**src/rtl/timer8_pkg.sv**
```systemverilog
// shared constants, types and encodings of the 8-bit timer compare, pulse and pwm section
// assumes a single clock and the control bits driven as plain ports by the cpu side
package timer8_pkg;

	// ----------------------------------------------------------------
	// counter and register values
	// ----------------------------------------------------------------
	localparam logic [7:0] COUNT_PRESET = 8'hFC;
	localparam logic [7:0] COMPARE_RESET = 8'h00;
	localparam logic [7:0] CAPTURE_RESET = 8'h00;
	localparam logic [15:0] SINGLE_PULSE_CAPTURE = 16'hFFFD;
	localparam logic [7:0] COUNT_LAST = 8'hFF;

	// ----------------------------------------------------------------
	// tick select codes and prescaler masks
	// ----------------------------------------------------------------
	localparam logic [1:0] TICK_DIV4 = 2'h0;
	localparam logic [1:0] TICK_DIV2 = 2'h1;
	localparam logic [1:0] TICK_DIV8 = 2'h2;
	localparam logic [1:0] TICK_OSC2 = 2'h3;
	localparam int PRESC_W = 3;
	localparam logic [2:0] PRESC_END2 = 3'h1;
	localparam logic [2:0] PRESC_END4 = 3'h3;
	localparam logic [2:0] PRESC_END8 = 3'h7;
	localparam int OSC2_DIVIDE = 8000;

	// ----------------------------------------------------------------
	// status flag positions within the flag vector
	// ----------------------------------------------------------------
	localparam int FLAG_CAP1 = 4;
	localparam int FLAG_CMP1 = 3;
	localparam int FLAG_OVF = 2;
	localparam int FLAG_CAP2 = 1;
	localparam int FLAG_CMP2 = 0;
	localparam int FLAG_N = 5;

	// operating mode of the compare section
	typedef enum logic [1:0] {
		MODE_COMPARE = 2'b00,
		MODE_SINGLE = 2'b01,
		MODE_PWM = 2'b10
	} mode_t;

	// control bits written by software
	typedef struct packed {
		logic capture_irq_enable;
		logic compare_irq_enable;
		logic overflow_irq_enable;
		logic force_level_two;
		logic force_level_one;
		logic level_second;
		logic edge_select_one;
		logic level_after_match_one;
		logic compare_pin_enable_one;
		logic compare_pin_enable_two;
		logic single_pulse_mode_bit;
		logic pwm_mode_bit;
		logic [1:0] tick_select;
		logic edge_select_two;
	} ctrl_t;

	// one-cycle software access strobes
	typedef struct packed {
		logic status_read;
		logic cmp1_access;
		logic cmp2_access;
		logic cmp1_write;
		logic cmp2_write;
		logic cap1_access;
		logic cap2_access;
		logic count_access;
		logic count_write;
	} access_t;

	// sticky event flags as seen by software
	typedef struct packed {
		logic capture_flag_one;
		logic compare_flag_one;
		logic overflow_flag;
		logic capture_flag_two;
		logic compare_flag_two;
	} status_t;

endpackage

```
**src/rtl/timer8_compare_pulse_pwm.sv**
```systemverilog
// compare, single pulse and pwm section of an 8-bit free-running timer
// assumes software strobes and control bits come from logic on mclk, the
// capture pins and the second oscillator arrive asynchronously
`timescale 1ns/1ps
`default_nettype none

// How it works
// - a compare flag clears after a status read with it set, then a compare access
// - pin enable clear: pin released, flag and interrupt still work
// - at tick div 2 events happen when count equals the compare value
// - at other tick rates events happen when count equals compare value plus one
// - force bit copies the level bit to an enabled compare pin continuously
// - forcing the pin never sets a compare flag
// - force bits do nothing in single pulse or pwm mode
// - single pulse mode uses capture one and compare one
// - single pulse trigger presets count, drives second level, sets capture flag one
// - single pulse ends at compare one, pin takes the first level bit
// - single pulse: compare flag one never set, compare two flags only
// - pwm wins when both mode bits are set
// - single pulse: pin one never captures, pin two still captures
// - pwm compare values take new writes only at the compare two event
// - pwm compare two event reloads the counter preset
// - pwm pin takes first level at compare one, second at compare two
// - pwm never sets compare flags
// - pwm compare two event sets capture flag one
// - pwm ignores capture pin one, pin two still captures
// - wait mode leaves the timer alone, interrupt wakes the device
// - halt freezes counter and registers; interrupt wake resumes the held count
// - capture edge in halt arms; interrupt wake sets flag and captures count
// - tick select: 00 div 4, 01 div 2, 10 div 8, 11 second oscillator div 8000
// - pin enables gate the pins and the force bits, compare logic keeps running
module timer8_compare_pulse_pwm #(
	parameter int OSC2_DIV = timer8_pkg::OSC2_DIVIDE
) (
	// clock and reset
	input wire logic mclk,
	input wire logic arst_n,
	// configuration and software access
	input wire timer8_pkg::ctrl_t ctrl,
	input wire timer8_pkg::access_t acc,
	input wire logic [7:0] write_data,
	// power modes
	input wire logic halt,
	input wire logic wake_irq,
	// external pins
	input wire logic osc2_clk,
	input wire logic capture_pin_one,
	input wire logic capture_pin_two,
	output logic compare_out_pin_one,
	output logic compare_out_pin_one_oe_n,
	output logic compare_out_pin_two,
	output logic compare_out_pin_two_oe_n,
	// state seen by software
	output timer8_pkg::status_t status,
	output logic [7:0] count,
	output logic [7:0] compare_value_one,
	output logic [7:0] compare_value_two,
	output logic [7:0] capture_value_one,
	output logic [7:0] capture_value_two,
	// interrupt
	output logic timer_irq
);

	localparam int OSC2_W = $clog2(OSC2_DIV);
	localparam logic [OSC2_W-1:0] OSC2_END = OSC2_W'(OSC2_DIV - 1);

	logic [timer8_pkg::PRESC_W-1:0] presc_reg;
	logic [OSC2_W-1:0] osc2_cnt_reg, osc2_cnt_next;
	logic [7:0] count_reg, count_next, count_inc;
	logic [7:0] cmp1_reg, cmp2_reg, act1_reg, act2_reg, act1_next, act2_next;
	logic [7:0] cap1_reg, cap2_reg, cap1_next, cap2_next;
	logic [7:0] target1, target2;
	logic [timer8_pkg::FLAG_N-1:0] flag_reg, flag_next, arm_reg, arm_next;
	logic [timer8_pkg::FLAG_N-1:0] flag_set, flag_access, flag_clear;
	logic pin1_reg, pin1_next, pin2_reg, pin2_next;
	logic oe1_n_reg, oe2_n_reg, irq_reg;
	logic halt_arm1_reg, halt_arm2_reg;
	timer8_pkg::mode_t mode;
	logic cap1_rise, cap1_fall, cap2_rise, cap2_fall, osc2_rise;
	logic cap1_edge, cap2_edge, cap1_take, cap2_take;
	logic tick_mclk, tick_osc2, tick, run, div2;
	logic hit1, hit2, trigger, wake1, wake2, overflow;

	// ----------
	// pin synchronisers
	// ----------
	pin_edge_sync cap1_sync (
		.mclk(mclk),
		.arst_n(arst_n),
		.pin_async(capture_pin_one),
		.rise(cap1_rise),
		.fall(cap1_fall)
	);

	pin_edge_sync cap2_sync (
		.mclk(mclk),
		.arst_n(arst_n),
		.pin_async(capture_pin_two),
		.rise(cap2_rise),
		.fall(cap2_fall)
	);

	pin_edge_sync osc2_sync (
		.mclk(mclk),
		.arst_n(arst_n),
		.pin_async(osc2_clk),
		.rise(osc2_rise),
		.fall()
	);

	// ----------
	// mode decode
	// ----------
	// pwm takes precedence over single pulse
	assign mode = ctrl.pwm_mode_bit ? timer8_pkg::MODE_PWM :
		(ctrl.single_pulse_mode_bit ? timer8_pkg::MODE_SINGLE : timer8_pkg::MODE_COMPARE);
	assign run = ~halt;

	// ----------
	// prescaler and tick selection
	// ----------
	// mclk divider runs freely, ticks taken at its wrap points
	assign tick_mclk = (ctrl.tick_select == timer8_pkg::TICK_DIV2)
		? (presc_reg[0] == timer8_pkg::PRESC_END2[0])
		: (ctrl.tick_select == timer8_pkg::TICK_DIV4)
		? (presc_reg[1:0] == timer8_pkg::PRESC_END4[1:0])
		: (presc_reg == timer8_pkg::PRESC_END8);
	assign tick_osc2 = osc2_rise & (osc2_cnt_reg == OSC2_END);
	assign tick = run & ((ctrl.tick_select == timer8_pkg::TICK_OSC2) ? tick_osc2 : tick_mclk);
	assign osc2_cnt_next = !osc2_rise ? osc2_cnt_reg :
		(osc2_cnt_reg == OSC2_END) ? '0 : osc2_cnt_reg + OSC2_W'(1);
	assign div2 = (ctrl.tick_select == timer8_pkg::TICK_DIV2);

	// ----------
	// compare targets and match events
	// ----------
	// slow ticks see the event one count later than div 2
	assign target1 = div2 ? act1_reg : act1_reg + 8'h01;
	assign target2 = div2 ? act2_reg : act2_reg + 8'h01;
	assign count_inc = count_reg + 8'h01;
	assign hit1 = tick & (count_inc == target1);
	assign hit2 = tick & (count_inc == target2);
	assign overflow = tick & (count_reg == timer8_pkg::COUNT_LAST);

	// ----------
	// capture edges
	// ----------
	assign cap1_edge = ctrl.edge_select_one ? cap1_rise : cap1_fall;
	assign cap2_edge = ctrl.edge_select_two ? cap2_rise : cap2_fall;
	// pin one triggers a pulse in single mode and is cut off in pwm
	assign trigger = run & cap1_edge & (mode == timer8_pkg::MODE_SINGLE);
	assign cap1_take = run & cap1_edge & (mode == timer8_pkg::MODE_COMPARE);
	assign cap2_take = run & cap2_edge;
	// armed captures complete on an interrupt wake from halt
	assign wake1 = wake_irq & halt_arm1_reg;
	assign wake2 = wake_irq & halt_arm2_reg;

	// ----------
	// counter next value
	// ----------
	always_comb begin
		count_next = count_reg;
		if (acc.count_write) begin
			count_next = timer8_pkg::COUNT_PRESET;
		end else if (trigger) begin
			count_next = timer8_pkg::COUNT_PRESET;
		end else if (hit2 && mode == timer8_pkg::MODE_PWM) begin
			count_next = timer8_pkg::COUNT_PRESET;
		end else if (tick) begin
			count_next = count_inc;
		end
	end

	// ----------
	// compare values in use
	// ----------
	// pwm holds new writes until the period ends
	always_comb begin
		act1_next = act1_reg;
		act2_next = act2_reg;
		if (mode != timer8_pkg::MODE_PWM || hit2) begin
			act1_next = cmp1_reg;
			act2_next = cmp2_reg;
		end
	end

	// ----------
	// capture registers
	// ----------
	assign cap1_next = trigger ? timer8_pkg::SINGLE_PULSE_CAPTURE[7:0] :
		(cap1_take | wake1) ? count_reg : cap1_reg;
	assign cap2_next = (cap2_take | wake2) ? count_reg : cap2_reg;

	// ----------
	// flag set sources
	// ----------
	assign flag_set[timer8_pkg::FLAG_CAP1] = cap1_take | trigger | wake1 |
		(hit2 & (mode == timer8_pkg::MODE_PWM));
	assign flag_set[timer8_pkg::FLAG_CMP1] = hit1 & (mode == timer8_pkg::MODE_COMPARE);
	assign flag_set[timer8_pkg::FLAG_OVF] = overflow;
	assign flag_set[timer8_pkg::FLAG_CAP2] = cap2_take | wake2;
	assign flag_set[timer8_pkg::FLAG_CMP2] = hit2 & (mode != timer8_pkg::MODE_PWM);

	// ----------
	// two-step flag clearing
	// ----------
	assign flag_access[timer8_pkg::FLAG_CAP1] = acc.cap1_access;
	assign flag_access[timer8_pkg::FLAG_CMP1] = acc.cmp1_access | acc.cmp1_write;
	assign flag_access[timer8_pkg::FLAG_OVF] = acc.count_access | acc.count_write;
	assign flag_access[timer8_pkg::FLAG_CAP2] = acc.cap2_access;
	assign flag_access[timer8_pkg::FLAG_CMP2] = acc.cmp2_access | acc.cmp2_write;
	// a status read with the flag set arms it, the matching access clears it
	assign flag_clear = arm_reg & flag_access;
	// a new event in the clearing cycle wins
	assign flag_next = flag_set | (flag_reg & ~flag_clear);
	assign arm_next = (acc.status_read ? flag_reg : '0) | (arm_reg & ~flag_access & flag_reg);

	// ----------
	// compare pin one latch
	// ----------
	// matches update the latch whatever the enable, the enable gates the pin and the force
	always_comb begin
		pin1_next = pin1_reg;
		unique case (mode)
			timer8_pkg::MODE_COMPARE: begin
				if (ctrl.force_level_one && ctrl.compare_pin_enable_one) begin
					pin1_next = ctrl.level_after_match_one;
				end else if (hit1) begin
					pin1_next = ctrl.level_after_match_one;
				end
			end
			timer8_pkg::MODE_SINGLE: begin
				if (trigger) begin
					pin1_next = ctrl.level_second;
				end else if (hit1) begin
					pin1_next = ctrl.level_after_match_one;
				end
			end
			timer8_pkg::MODE_PWM: begin
				if (hit2) begin
					pin1_next = ctrl.level_second;
				end else if (hit1) begin
					pin1_next = ctrl.level_after_match_one;
				end
			end
			default: begin
				pin1_next = pin1_reg;
			end
		endcase
	end

	// ----------
	// compare pin two latch
	// ----------
	// only plain compare mode drives a waveform on pin two
	always_comb begin
		pin2_next = pin2_reg;
		if (mode == timer8_pkg::MODE_COMPARE) begin
			if (ctrl.force_level_two && ctrl.compare_pin_enable_two) begin
				pin2_next = ctrl.level_second;
			end else if (hit2) begin
				pin2_next = ctrl.level_second;
			end
		end
	end

	// ----------
	// timer state
	// ----------
	always_ff @(posedge mclk or negedge arst_n) begin
		if (!arst_n) begin
			presc_reg <= '0;
			osc2_cnt_reg <= '0;
			count_reg <= timer8_pkg::COUNT_PRESET;
			act1_reg <= timer8_pkg::COMPARE_RESET;
			act2_reg <= timer8_pkg::COMPARE_RESET;
		end else begin
			presc_reg <= run ? presc_reg + 3'h1 : presc_reg;
			osc2_cnt_reg <= run ? osc2_cnt_next : osc2_cnt_reg;
			count_reg <= count_next;
			act1_reg <= act1_next;
			act2_reg <= act2_next;
		end
	end

	// ----------
	// software-visible registers
	// ----------
	always_ff @(posedge mclk or negedge arst_n) begin
		if (!arst_n) begin
			cmp1_reg <= timer8_pkg::COMPARE_RESET;
			cmp2_reg <= timer8_pkg::COMPARE_RESET;
			cap1_reg <= timer8_pkg::CAPTURE_RESET;
			cap2_reg <= timer8_pkg::CAPTURE_RESET;
			flag_reg <= '0;
			arm_reg <= '0;
		end else begin
			cmp1_reg <= acc.cmp1_write ? write_data : cmp1_reg;
			cmp2_reg <= acc.cmp2_write ? write_data : cmp2_reg;
			cap1_reg <= cap1_next;
			cap2_reg <= cap2_next;
			flag_reg <= flag_next;
			arm_reg <= arm_next;
		end
	end

	// ----------
	// halt capture arming
	// ----------
	always_ff @(posedge mclk or negedge arst_n) begin
		if (!arst_n) begin
			halt_arm1_reg <= 1'b0;
			halt_arm2_reg <= 1'b0;
		end else begin
			halt_arm1_reg <= halt ? (halt_arm1_reg | (cap1_edge & mode == timer8_pkg::MODE_COMPARE))
				: 1'b0;
			halt_arm2_reg <= halt ? (halt_arm2_reg | cap2_edge) : 1'b0;
		end
	end

	// ----------
	// pins and interrupt
	// ----------
	// pin latches are low from reset; enable clear releases the pin
	always_ff @(posedge mclk or negedge arst_n) begin
		if (!arst_n) begin
			pin1_reg <= 1'b0;
			pin2_reg <= 1'b0;
			oe1_n_reg <= 1'b1;
			oe2_n_reg <= 1'b1;
			irq_reg <= 1'b0;
		end else begin
			pin1_reg <= pin1_next;
			pin2_reg <= pin2_next;
			oe1_n_reg <= ~ctrl.compare_pin_enable_one;
			oe2_n_reg <= ~ctrl.compare_pin_enable_two;
			irq_reg <= (ctrl.capture_irq_enable & (flag_next[timer8_pkg::FLAG_CAP1] |
				flag_next[timer8_pkg::FLAG_CAP2])) |
				(ctrl.compare_irq_enable & (flag_next[timer8_pkg::FLAG_CMP1] |
				flag_next[timer8_pkg::FLAG_CMP2])) |
				(ctrl.overflow_irq_enable & flag_next[timer8_pkg::FLAG_OVF]);
		end
	end

	// ----------
	// output wiring
	// ----------
	assign compare_out_pin_one = pin1_reg;
	assign compare_out_pin_one_oe_n = oe1_n_reg;
	assign compare_out_pin_two = pin2_reg;
	assign compare_out_pin_two_oe_n = oe2_n_reg;
	assign status = flag_reg;
	assign count = count_reg;
	assign compare_value_one = cmp1_reg;
	assign compare_value_two = cmp2_reg;
	assign capture_value_one = cap1_reg;
	assign capture_value_two = cap2_reg;
	assign timer_irq = irq_reg;

endmodule

`default_nettype wire

```
**src/rtl/pin_edge_sync.sv**
```systemverilog
// three-stage synchroniser with edge detection for one asynchronous pin
// assumes the pin is unrelated to mclk; edges appear two to three cycles late
`timescale 1ns/1ps
`default_nettype none

module pin_edge_sync (
	// clock and reset
	input wire logic mclk,
	input wire logic arst_n,
	// pin side
	input wire logic pin_async,
	// detected edges
	output logic rise,
	output logic fall
);

	logic s1_reg, s2_reg, s3_reg, level_reg;
	logic agree;

	// ----------------------------------------------------------------
	// synchroniser chain
	// ----------------------------------------------------------------
	always_ff @(posedge mclk or negedge arst_n) begin
		if (!arst_n) begin
			s1_reg <= 1'b0;
			s2_reg <= 1'b0;
			s3_reg <= 1'b0;
			level_reg <= 1'b0;
		end else begin
			s1_reg <= pin_async;
			s2_reg <= s1_reg;
			s3_reg <= s2_reg;
			if (agree) begin
				level_reg <= s3_reg;
			end
		end
	end

	// a change counts once the last two stages agree
	assign agree = (s2_reg == s3_reg);
	assign rise = agree & s3_reg & ~level_reg;
	assign fall = agree & ~s3_reg & level_reg;

endmodule

`default_nettype wire

```
**config.mk**
```make
export PLATFORM = sky130hd
export DESIGN_NAME = timer8_compare_pulse_pwm
export DESIGN_NICKNAME = d
export VERILOG_FILES = /design/src/rtl/timer8_pkg.sv /design/src/rtl/timer8_compare_pulse_pwm.sv /design/src/rtl/pin_edge_sync.sv
export SDC_FILE = /design/constraint.sdc
export NUM_CORES = 1
export LEC_CHECK = 0
export ABC_AREA = 1
export CORE_MARGIN = 4
export CORE_UTILIZATION = 55
export DETAILED_ROUTE_END_ITERATION = 16
export DONT_BUFFER_PORTS = 1
export GPL_TIMING_DRIVEN = 0
export HOLD_SLACK_MARGIN = 0.12
export PLACE_DENSITY = 0.71
export SYNTH_ARGS = -nofsm -noshare
export SYNTH_HDL_FRONTEND = slang
export SYNTH_SLANG_ARGS = --single-unit
```
**constraint.sdc**
```tcl
create_clock -name mclk -period 1.8 [get_ports mclk]
set_clock_uncertainty 0.05 [all_clocks]
set_input_delay 0 -clock mclk [delete_from_list [all_inputs] [get_ports mclk]]
set_output_delay 0 -clock mclk [all_outputs]
set_load 0.1 [all_outputs]
```
==> impl_results.rst, run 1 <==
.. list-table::
   :header-rows: 1

   * - Metric
     - Value
   * - Post-Syn Area per Cell
     - 8.28 sq um
   * - IO Port Bufs
     - 0
   * - Sequential share of power
     - 60.8%
   * - Type of destination of the critical path
     - register
   * - Cell Count, Final, Fillers Out
     - 874
   * - Proportion of netlist area held by the largest area contributor
     - 43.9%
   * - Die Outline Area
     - 11300 sq um
   * - Final period utilization
     - 138%
   * - Net Count, Synth
     - 690
   * - Placeable Area
     - 9330 sq um
   * - Area of all placed cells without fillers
     - 7100 sq um
   * - DRT iter0 DRCs
     - 285
   * - Tightest Pin Transition
     - 1.02 ns
   * - Synthesis-to-layout area growth
     - 34.0%
   * - Cells after DPL
     - 769
   * - Failing checks
     - negative hold slack, negative setup slack
   * - Worst Setup Path Type
     - reg -> reg
   * - Static Leakage
     - 3.38 nW
   * - Power density over cell area
     - 935 nW/um^2
   * - Setup slack after layout
     - -0.676 ns
   * - Largest area contributor in the synthesized netlist
     - sky130_fd_sc_hd__dfrtp_1
   * - Max-cap violation count
     - 0
   * - Max FFs per register
     - 13
   * - Number of clock sinks
     - 101
   * - Crit path time final
     - 2.48 ns
   * - Category of the worst setup path launch point
     - register
   * - Die span in y
     - 106 um
   * - Mapped Cells
     - 640
   * - Number of buffers inserted during clock tree synthesis
     - 9
   * - Total placed instance area
     - 5520 sq um
   * - Final-report hold violation count
     - 101
   * - Final antenna-violating net count
     - 0
   * - Max-slew headroom
     - 32.3%
   * - Root Buffer Master
     - sky130_fd_sc_hd__clkbuf_8
   * - Unrepaired setup endpoints after global routing
     - yes
   * - Clock slew seen by the registers of the worst setup and hold paths
     - 0.09 ns
   * - Share of post-route cells with drive strength above 1
     - 31.9%
   * - H-tree depth
     - 3
   * - Total GRT Usage
     - 25.6%
   * - Type of the most critical hold path
     - in -> async
   * - Number of warnings issued by yosys
     - 0
   * - CTS tree
     - built
   * - Post-route worst hold slack
     - -0.743 ns
   * - Switching Fraction
     - 44.5%
   * - Relative contribution of combinational cells to total power
     - 19.2%
   * - Vias per inst
     - 5.49
   * - Main area contributors after synthesis
     - sky130_fd_sc_hd__dfrtp_1 44%, sky130_fd_sc_hd__nand2_1 13%, sky130_fd_sc_hd__inv_1 5.5%, sky130_fd_sc_hd__nand3_1 4.9%, sky130_fd_sc_hd__dfstp_2 4.0%
   * - Initial antenna violation count
     - 0
   * - Seq/Total Area, Yosys
     - 47.9%
   * - Dpl hpwl
     - 9150 um
   * - Number of remaining DRC errors
     - 0
   * - Number of global-route vias before repair
     - 4801
   * - Max rail drop VDD
     - 0.694 mV
   * - Total count of max-transition violations in the final report
     - 0
   * - Total number of nets in the final design
     - 790
   * - Aggregate global routing overflow
     - 0
   * - Clock latency on the worst-skew pair
     - 0.38 ns
   * - Overall routed net length
     - 14200 um
   * - I/O pins
     - 89
   * - Clock share of power
     - 20.1%
   * - Achievable Freq
     - 404 MHz
   * - Initial Util
     - 56.8%
   * - Worst Path Arrival
     - 2.68 ns
   * - Req. time, crit path
     - 2.01 ns
   * - Num rows
     - 35
   * - Drt pass-1 iters
     - 5
   * - Die outline width
     - 106 um
   * - Maximum number of pins on one net before global-route repair
     - 102
   * - Final weighted congestion in routability-driven placement
     - 0.914
   * - #FFs+latches synth
     - 101
   * - Internal Pwr Total
     - 3.68 mW
   * - Antenna fix cells
     - 0
   * - Result of the run
     - complete, but fails checks
   * - Number of buffers on the longest clock path
     - 2
   * - Total standard cell area after synthesis
     - 5300 sq um
   * - Minimum setup slack after placement
     - -0.768 ns
   * - Switching power summed over all nets
     - 2.95 mW
   * - Wire length of the first global-routing pass
     - 22800 um
   * - Largest fanout on the critical path
     - 8
   * - WL per Instance
     - 16.3 um
   * - Number of distinct library cells after synthesis
     - 40
   * - Via total after detailed routing
     - 4799
   * - Final setup violation count
     - 41
## final cells by class
| cell class | instances | area, sq um |
|---|---|---|
| Multi-Input combinational cell | 444 | 2880 |
| Sequential cell | 101 | 2570 |
| Fill cell | 618 | 2220 |
| Timing Repair Buffer | 89 | 853 |
| Inverter | 83 | 322 |
| Tap cell | 129 | 161 |
| Clock buffer | 11 | 141 |
| Buffer | 12 | 139 |
| Clock inverter | 5 | 35.0 |
## what timing repair did
action                                 in CTS  in global routing
gates resized for setup                    84                 80
gates cloned                                3                  0
setup endpoints to repair                  50                 56
endpoints found under the hold margin     179                129
pin swaps                                  26                 34
buffers inserted                           34                 13
hold buffers                               44                  2
## cells in the mapped netlist (all sizes together)
master,n
a211oi,2
a21boi,3
a21oi,28
and3,1
buf,7
clkbuf,5
clkinv,2
dfrtp,93
dfstp,8
ha,11
inv,81
mux2,18
nand2,198
nand3,56
nand3b,5
nand4,10
nor2,56
nor3,4
nor3b,1
o211ai,7
o21a,1
o21ai,38
o31ai,1
or2,1
xnor2,1
xor2,2
## placed cells by master (no fill, tap or decap), drive strengths merged
cell type	netlist	final
ha	11	11
nor2	56	56
a21oi	28	28
o21ai	38	38
a211oi	2	2
dlygate4sd3	0	46
o211ai	7	7
xor2	2	2
o21a	1	1
o31ai	1	1
and3	1	1
dfrtp	93	93
or2	1	1
buf	7	51
clkinv	2	5
dfstp	8	8
nand2	198	198
clkinvlp	0	1
nor3b	1	1
a21boi	3	3
xnor2	1	1
nor3	4	4
nand4	10	10
inv	81	82
clkbuf	5	15
nand3b	5	5
nand3	56	56
mux2	18	18
## critical path, stage by stage, from the launching register on
cell,delay (ns)
sky130_fd_sc_hd__dfstp_4,0.81
sky130_fd_sc_hd__buf_12,0.18
sky130_fd_sc_hd__nand3_4,0.11
sky130_fd_sc_hd__o21ai_2,0.19
sky130_fd_sc_hd__nand2_4,0.08
sky130_fd_sc_hd__inv_2,0.09
sky130_fd_sc_hd__xor2_2,0.17
sky130_fd_sc_hd__nor2_2,0.08
sky130_fd_sc_hd__buf_4,0.15
sky130_fd_sc_hd__nand3_4,0.10
sky130_fd_sc_hd__nand2_4,0.07
sky130_fd_sc_hd__o21ai_4,0.17
sky130_fd_sc_hd__nand3_1,0.10
## power groups by stage
| stage | Combinational [mW] | Clock, mW | Sequential, mW |
|---|---|---|---|
| floorplan | 0.769 | 0 | 3.97 |
| global route | 1.44 | 1.46 | 4.08 |
| finish | 1.27 | 1.33 | 4.03 |
| global placement | 0.894 | 0 | 4.03 |
| CTS | 1.15 | 1.36 | 4.01 |
| detailed placement | 0.934 | 0 | 4.05 |
## cells by family after synthesis
kind of cell               Yosys count  synth area share, %
xor gates and xnor gates             3                0.496
muxes                               18                 3.82
adders and majority gates           11                 2.60
AOI/OAI and AO/OA                   80                 9.77
and+or+nand+nor                    332                 27.9
buffers and inverters               95                 7.58
DFF                                101                 47.9
## per-stage QoR
| stage | setup TNS (ns) | util (%) | total power, mW |
|---|---|---|---|
| final | -18.45 | 76.2 | 6.64 |
| after global routing | -22.94 | 76.2 | 6.98 |
| after CTS | -16.57 | 72.5 | 6.53 |
| after detailed placement | -23.87 | 59.2 | 4.98 |
| after global placement | -21.73 | 59.2 | 4.92 |
| after floorplan | -10.53 | - | 4.74 |
## worst paths after layout
check / start / end / slack [ns] / cells past startpoint
max: count[2]$_DFFE_PN1P_ / timer_irq$_DFF_PN0_ / -0.68 / 12
min in group mclk: acc[5] / compare_value_one[1]$_DFFE_PN0P_ / 0.14 / 2
max in group asynchronous: arst_n / count[2]$_DFFE_PN1P_ / 2.23 / 0
min: arst_n / osc2_cnt_reg[9]$_DFFE_PN0P_ / -0.74 / 0
max reg2reg: count[2]$_DFFE_PN1P_ / timer_irq$_DFF_PN0_ / -0.68 / 12
min reg2reg: cap1_sync.s1_reg$_DFF_PN0_ / cap1_sync.s2_reg$_DFF_PN0_ / 0.30 / 0
## per-layer routing
| layer | GRT usage (%) | wire length [um] | vias to the layer above |
|---|---|---|---|
| li1 | - | - | 2264 |
| met1 | 30.6 | 5450 | 2291 |
| met2 | 43.8 | 7200 | 206 |
| met3 | 7.35 | 1180 | 38 |
| met4 | 9.53 | 408 | 0 |
| met5 | 0 | 0 | - |
(Power assumes the default switching activity.)
==> run 2, diff against run 1 <==
Settings changed: CORE_UTILIZATION 55 to 45, GPL_ROUTABILITY_DRIVEN set to 0, PLACE_DENSITY 0.71 to 0.6.
==> run 2 against run 1 <==
Effect of this change: the run still ends with negative hold slack, negative setup slack left; routed wire length is 2.7% lower; clock power is 54% higher; fmax is 0.19% lower; critical path type unchanged; setup slack worse by 0.0046 ns; sequential power hardly changed; sequential share of layout area is 0.15 points lower; highest routed layer unchanged.
==> impl_results.rst, run 2 (synthesis results as in run 1) <==
.. list-table::
   :header-rows: 1

   * - Metric
     - Value
   * - Clock slew seen by the registers of the worst setup and hold paths
     - 0.07 ns (-0.02 ns)
   * - Die Outline Area
     - 13600 sq um (+20%)
   * - Via total after detailed routing
     - 4558 (-5.0%)
   * - Max FFs per register
     - 13 (unchanged)
   * - Placeable Area
     - 11500 sq um (+23%)
   * - Max-slew headroom
     - 32.7% (+0.41 points)
   * - Static Leakage
     - 3.39 nW (+0.38%)
   * - CTS tree
     - built
   * - Die outline width
     - 117 um (+9.8%)
   * - Number of clock sinks
     - 101 (unchanged)
   * - Worst Setup Path Type
     - reg -> reg
   * - Setup slack after layout
     - -0.681 ns (-0.00462 ns)
   * - Crit-path cells
     - buf_8 > buf_6 > nand4_1 > nand2_2 > inv_1 > nand2_1 > nand2_1 > inv_1 > nand2_2 > nor2_4 > nand2_4 > nand2_8 > buf_8 > nand2_4 > o21ai_2
   * - Overall routed net length
     - 13900 um (-2.7%)
   * - Initial antenna violation count
     - 1 (+1)
   * - Vias per inst
     - 5.20 (-5.3%)
   * - Power density over cell area
     - 1030 nW/um^2 (+9.7%)
   * - Number of buffers inserted during clock tree synthesis
     - 9 (unchanged)
   * - Max rail drop VDD
     - 0.919 mV (+32%)
   * - Register-to-Register Setup Slack
     - -0.68 ns (about the same)
   * - DRT iter0 DRCs
     - 326 (+14%)
   * - WL per Instance
     - 15.8 um (-3.0%)
   * - Crit path time final
     - 2.48 ns (+0.00462 ns)
   * - Type of destination of the critical path
     - register
   * - CP delay by family, top
     - simple AND/OR/NAND/NOR gates
   * - Fill cells
     - 934 (+51%)
   * - Die span in y
     - 117 um (+9.8%)
   * - Synthesis-to-layout area growth
     - 34.4%
   * - Unrepaired setup endpoints after global routing
     - yes
   * - Final setup violation count
     - 34 (-17%)
   * - Number of remaining DRC errors
     - 0 (unchanged)
   * - H-tree depth
     - 3 (unchanged)
   * - Share of post-route cells with drive strength above 1
     - 32.3% (+0.39 points)
   * - Minimum setup slack after placement
     - -0.764 ns (+0.00341 ns)
   * - Max-cap violation count
     - 0 (unchanged)
   * - Endpoint of the worst register-to-register path
     - act1_reg[0]$_DFFE_PN0P_
   * - Number of global-route vias before repair
     - 4586 (-4.5%)
   * - Achievable Freq
     - 403 MHz (-0.19%)
   * - Category of the worst setup path launch point
     - register
   * - Total count of max-transition violations in the final report
     - 0 (unchanged)
   * - Wire length of the first global-routing pass
     - 22500 um (-1.3%)
   * - Crit. Startpoint
     - count[2]$_DFFE_PN1P_
   * - Largest fanout on the critical path
     - 7 (-1)
   * - Maximum number of pins on one net before global-route repair
     - 102 (unchanged)
   * - Worst Path Arrival
     - 2.71 ns (+0.03 ns)
   * - Final period utilization
     - 138% (+0.26 points)
   * - Reg2reg path depth
     - 15 (+3)
   * - Number of buffers on the longest clock path
     - 2 (unchanged)
   * - Bufs and invs on worst path
     - 5 (+2)
   * - Root Buffer Master
     - sky130_fd_sc_hd__clkbuf_16
   * - Initial Util
     - 46.2% (-11 points)
   * - Result of the run
     - complete, but fails checks
   * - Total GRT Usage
     - 21.4% (-4.2 points)
   * - Final-report hold violation count
     - 101 (unchanged)
   * - Final antenna-violating net count
     - 0 (unchanged)
   * - Post-route worst hold slack
     - -0.719 ns (+0.0239 ns)
   * - IO Port Bufs
     - 0 (unchanged)
   * - Setup TNS
     - -18.53 ns (-0.0780 ns)
   * - Dpl hpwl
     - 9300 um (+1.7%)
   * - CP max-delay cell
     - sky130_fd_sc_hd__dfstp_4
   * - Launch point of the worst reg-to-reg path
     - count[2]$_DFFE_PN1P_
   * - Type of the most critical hold path
     - in -> async
   * - Cells after DPL
     - 783 (+1.8%)
   * - Num rows
     - 39 (+11%)
   * - Clock latency on the worst-skew pair
     - 0.36 ns (-0.02 ns)
   * - Total number of nets in the final design
     - 778 (-1.5%)
   * - Commonest non-fill, non-tap cell in the layout
     - sky130_fd_sc_hd__nand2_1
   * - Cell Count, Final, Fillers Out
     - 877 (+0.34%)
   * - Drt pass-1 iters
     - 4 (-1)
   * - Tightest Pin Transition
     - 1.01 ns (-0.00614 ns)
   * - Req. time, crit path
     - 2.03 ns (+0.02 ns)
   * - Most used cells in the layout excluding fill and tap cells
     - 141 x sky130_fd_sc_hd__nand2_1, 91 x sky130_fd_sc_hd__dfrtp_1, 68 x sky130_fd_sc_hd__inv_1, 41 x sky130_fd_sc_hd__dlygate4sd3_1, 40 x sky130_fd_sc_hd__nand3_1
   * - Largest incremental delay on the critical path
     - 0.80 ns (about the same)
   * - I/O pins
     - 89 (unchanged)
   * - Failing checks
     - negative hold slack, negative setup slack
   * - Aggregate global routing overflow
     - 0 (unchanged)
-- run 2: how the worst max path moves through the flow --
stage	to	slack (ns)	depth (start not counted)
floorplan	act1_reg[0]$_DFFE_PN0P_	-0.42	15
global placement	timer_irq$_DFF_PN0_	-0.74	12
detailed placement	timer_irq$_DFF_PN0_	-0.76	14
CTS	act2_reg[5]$_DFFE_PN0P_	-0.66	15
global route	act1_reg[0]$_DFFE_PN0P_	-0.79	15
finish	act1_reg[0]$_DFFE_PN0P_	-0.68	15
-- run 2: layer usage --
layer  track usage (%)  part of all wire [%]  up-vias
li1                  -                     -     2241
met1              27.6                    41     2168
met2              35.7                    49      128
met3              4.72                   7.7       21
met4              7.58                   2.1        0
met5                 0                     0        -
-- run 2: timing repair --
item / CTS / global route
setup endpoints to repair: 51 / 52
hold buffers: 41 / 1
setup buffers: 22 / 13
pin swaps: 24 / 24
resized for setup: 83 / 75
gates cloned: 2 / 1
hold endpoints to repair: 179 / 128
-- run 2: final cells by class --
type,instances,area [sq um],share of cell area [%]
multi-input cells,444,2890,40.5
flip-flops and latches,101,2560,36.0
repair buffers,77,729,10.2
inverters,83,319,4.48
clock buffers,12,267,3.74
well taps,143,179,2.51
plain buffers,12,123,1.72
clock inverters,4,53.8,0.755
diodes,1,2.50,0.0351
-- run 2: through the flow --
step                area (sq um)  power, mW  utilization [%]  hold WS, ns
floorplan                   5360       4.74                -       -0.346
global placement            5540       4.94             48.3       -0.341
detailed placement          5540       4.98             48.3       -0.342
CTS                         6800       7.23             59.3       -0.728
global route                7120       7.67             62.1       -0.734
finish                      7120       7.30             62.1       -0.719
-- run 2: where the power goes --
part           internal, mW  switching, mW
Combinational         0.551          0.667
Sequential             2.57           1.47
Clock                  1.20          0.849
==> run 3, diff against run 2 <==
==> constraint.sdc (replaced) <==
create_clock -name mclk -period 1.8 [get_ports mclk]
set_clock_uncertainty 0.05 [all_clocks]
set_input_delay 0.09 -clock mclk [delete_from_list [all_inputs] [get_ports mclk]]
set_output_delay 0.09 -clock mclk [all_outputs]
set_load 0.1 [all_outputs]
==> run 3 against run 2 <==
Effect of this change: critical path type unchanged; largest cell class unchanged; combinational power is essentially flat; global-route usage down 0.066 points; flip-flop and latch count did not move; non-clock buffer count rose by 1; highest routed layer unchanged; the flow still finishes with violations (negative hold slack, negative setup slack); largest power group unchanged; hold slack improved by 0.089 ns; sequential share of layout area hardly changed; count of clock-buffer cells in the layout unchanged; final area is 0.11% higher; critical path depth is the same; setup slack better by 0.0025 ns; via count grew 0.31%.
==> impl_results.rst, run 3 (synthesis results as in run 1) <==
.. list-table::
   :header-rows: 1

   * - Metric
     - Value
   * - Setup TNS
     - -18.47 ns (+0.0520 ns)
   * - Die span in y
     - 117 um (unchanged)
   * - Share of post-route cells with drive strength above 1
     - 32.3% (-0.044 points)
   * - Overall routed net length
     - 13900 um (+0.12%)
   * - Setup slack after layout
     - -0.678 ns (+0.00246 ns)
   * - Number of buffers on the longest clock path
     - 2 (unchanged)
   * - Drt pass-1 iters
     - 4 (unchanged)
   * - IO Port Bufs
     - 0 (unchanged)
   * - Power density over cell area
     - 1020 nW/um^2 (-0.11%)
   * - Total GRT Usage
     - 21.4% (-0.066 points)
   * - Clock latency on the worst-skew pair
     - 0.36 ns (about the same)
   * - Total count of max-transition violations in the final report
     - 0 (unchanged)
   * - Worst Path Arrival
     - 2.70 ns (about the same)
   * - Most used cells in the layout excluding fill and tap cells
     - 142 x sky130_fd_sc_hd__nand2_1, 91 x sky130_fd_sc_hd__dfrtp_1, 68 x sky130_fd_sc_hd__inv_1, 41 x sky130_fd_sc_hd__dlygate4sd3_1, 40 x sky130_fd_sc_hd__nand3_1
   * - Max FFs per register
     - 13 (unchanged)
   * - Aggregate global routing overflow
     - 0 (unchanged)
   * - Number of buffers inserted during clock tree synthesis
     - 9 (unchanged)
   * - Synthesis-to-layout area growth
     - 34.5%
   * - Total placed instance area
     - 5540 sq um (unchanged)
   * - Crit path time final
     - 2.48 ns (-0.00246 ns)
   * - Achievable Freq
     - 403 MHz (about the same)
   * - Final antenna-violating net count
     - 0 (unchanged)
   * - Final period utilization
     - 138% (about the same)
   * - Total number of nets in the final design
     - 779 (+0.13%)
   * - Antenna fix cells
     - 0 (-1)
   * - Dpl hpwl
     - 9300 um (unchanged)
   * - CTS Hold Bufs
     - 41 (unchanged)
   * - Initial Util
     - 46.2% (unchanged)
   * - CTS tree
     - built
   * - Endpoint of the worst register-to-register path
     - act1_reg[0]$_DFFE_PN0P_
   * - Switching power summed over all nets
     - 2.99 mW (about the same)
   * - Unrepaired setup endpoints after global routing
     - yes
   * - Max-slew headroom
     - 32.8% (about the same)
   * - Clock slew seen by the registers of the worst setup and hold paths
     - 0.07 ns (about the same)
   * - Static Leakage
     - 3.40 nW (+0.38%)
   * - Type of the most critical hold path
     - in -> async
   * - Number of remaining DRC errors
     - 0 (unchanged)
   * - Largest fanout on the critical path
     - 7 (unchanged)
   * - Result of the run
     - complete, but fails checks
   * - Type of destination of the critical path
     - register
   * - Root Buffer Master
     - sky130_fd_sc_hd__clkbuf_16
   * - Post-route worst hold slack
     - -0.630 ns (+0.0886 ns)
   * - I/O pins
     - 89 (unchanged)
   * - Die Outline Area
     - 13600 sq um (unchanged)
   * - WL per Instance
     - 15.8 um (+0.12%)
   * - H-tree depth
     - 3 (unchanged)
   * - Max rail drop VDD
     - 0.919 mV (about the same)
   * - Reg2reg path depth
     - 15 (unchanged)
   * - Max-cap violation count
     - 0 (unchanged)
   * - Via total after detailed routing
     - 4572 (+0.31%)
   * - Launch point of the worst reg-to-reg path
     - count[2]$_DFFE_PN1P_
   * - Relative contribution of combinational cells to total power
     - 16.7% (about the same)
   * - Number of clock sinks
     - 101 (unchanged)
   * - Final setup violation count
     - 39 (+15%)
   * - Overall power consumption
     - 7.30 mW (about the same)
   * - Failing checks
     - negative hold slack, negative setup slack
   * - Category of the worst setup path launch point
     - register
   * - Number of global-route vias before repair
     - 4578 (-0.17%)
   * - Wire length of the first global-routing pass
     - 22500 um (-0.31%)
   * - Maximum number of pins on one net before global-route repair
     - 102 (unchanged)
   * - DRT iter0 DRCs
     - 346 (+6.1%)
   * - Placeable Area
     - 11500 sq um (unchanged)
   * - Register-to-Register Setup Slack
     - -0.68 ns (about the same)
   * - Internal Pwr Total
     - 4.31 mW (about the same)
   * - Req. time, crit path
     - 2.03 ns (about the same)
   * - Initial antenna violation count
     - 0 (-1)
   * - Area of all placed cells without fillers
     - 7130 sq um (+0.11%)
   * - Clock share of power
     - 28.0% (about the same)
   * - Minimum setup slack after placement
     - -0.764 ns (unchanged)
   * - Commonest non-fill, non-tap cell in the layout
     - sky130_fd_sc_hd__nand2_1
   * - Vias per inst
     - 5.21 (+0.31%)
   * - Sequential share of power
     - 55.3% (about the same)
   * - Worst Setup Path Type
     - reg -> reg
   * - Switching Fraction
     - 40.9% (about the same)
   * - Num rows
     - 39 (unchanged)
   * - Final-report hold violation count
     - 110 (+8.9%)
   * - Tightest Pin Transition
     - 1.01 ns (-0.000391 ns)
   * - Die outline width
     - 117 um (unchanged)
## run 3: changes by cell type in the layout (fill, tap and decap cells not counted)
cell / change
sky130_fd_sc_hd__diode_2: -1
sky130_fd_sc_hd__o21ai_2: +1
sky130_fd_sc_hd__nand2_2: -2
sky130_fd_sc_hd__buf_6: +1
sky130_fd_sc_hd__o21ai_4: -1
sky130_fd_sc_hd__dfstp_4: +1
sky130_fd_sc_hd__nand2_4: +1
sky130_fd_sc_hd__dfstp_2: -1
sky130_fd_sc_hd__nand2_1: +1
## run 3: area by class of cell
cell class                 instances  area [sq um]
fill                             929          4340
clock inverter                     4          53.8
multi-input combinational        444          2880
buffer                            12           123
sequential                       101          2570
inverter                          83           319
tap                              143           179
clock buffer                      12           267
timing repair buffer              78           741
## run 3: what timing repair did
item                                    CTS  global route
pin swaps                                24            25
resized for setup                        83            76
buffers inserted                         22            14
endpoints found under the setup margin   51            51
gates cloned                              2             1
endpoints found under the hold margin   177           127
## run 3: layer usage
metal  track usage [%]  up-vias  part of all wire, %
li1                  -     2238                    -
met1              27.4     2181                   41
met2              35.4      132                   50
met3              4.92       21                  7.3
met4              7.73        0                  2.0
met5                 0        -                    0
## run 3: through the flow
step,hold WS (ns),utilization (%),cells
2_1_floorplan,-0.256,-,640
3_3_place_gp,-0.251,48.3,783
3_5_place_dp,-0.252,48.3,783
4_1_cts,-0.638,59.3,864
5_1_grt,-0.644,62.2,877
6_report,-0.630,62.2,877
## run 3: worst max path at each step
stage	from	end	slack, ns
2_1_floorplan	count[2]$_DFFE_PN1P_	act1_reg[0]$_DFFE_PN0P_	-0.42
3_3_place_gp	count[2]$_DFFE_PN1P_	timer_irq$_DFF_PN0_	-0.74
3_5_place_dp	count[2]$_DFFE_PN1P_	timer_irq$_DFF_PN0_	-0.76
4_1_cts	count[2]$_DFFE_PN1P_	act2_reg[5]$_DFFE_PN0P_	-0.66
5_1_grt	count[2]$_DFFE_PN1P_	timer_irq$_DFF_PN0_	-0.79
6_report	count[2]$_DFFE_PN1P_	act1_reg[0]$_DFFE_PN0P_	-0.68
## run 3: power groups by stage
stage	Combinational, mW	Clock [mW]	Sequential (mW)
global placement	0.901	0	4.04
detailed placement	0.929	0	4.05
CTS	1.12	2.09	4.02
finish	1.22	2.04	4.04
global route	1.39	2.18	4.09
floorplan	0.769	0	3.97
## run 3: critical path, cell delays in order, from the launching register on
cell and delay [ns]:
sky130_fd_sc_hd__dfstp_4 0.80, sky130_fd_sc_hd__buf_8 0.18, sky130_fd_sc_hd__buf_6 0.10, sky130_fd_sc_hd__nand4_1 0.10, sky130_fd_sc_hd__nand2_2 0.14, sky130_fd_sc_hd__inv_2 0.06, sky130_fd_sc_hd__nand3_2 0.05, sky130_fd_sc_hd__nand2_1 0.06
sky130_fd_sc_hd__nor2_2 0.13, sky130_fd_sc_hd__nand2_2 0.08, sky130_fd_sc_hd__nor2_4 0.15, sky130_fd_sc_hd__nand2_4 0.09, sky130_fd_sc_hd__nand2_8 0.12, sky130_fd_sc_hd__buf_8 0.15, sky130_fd_sc_hd__nand2_4 0.06, sky130_fd_sc_hd__o21ai_2 0.09
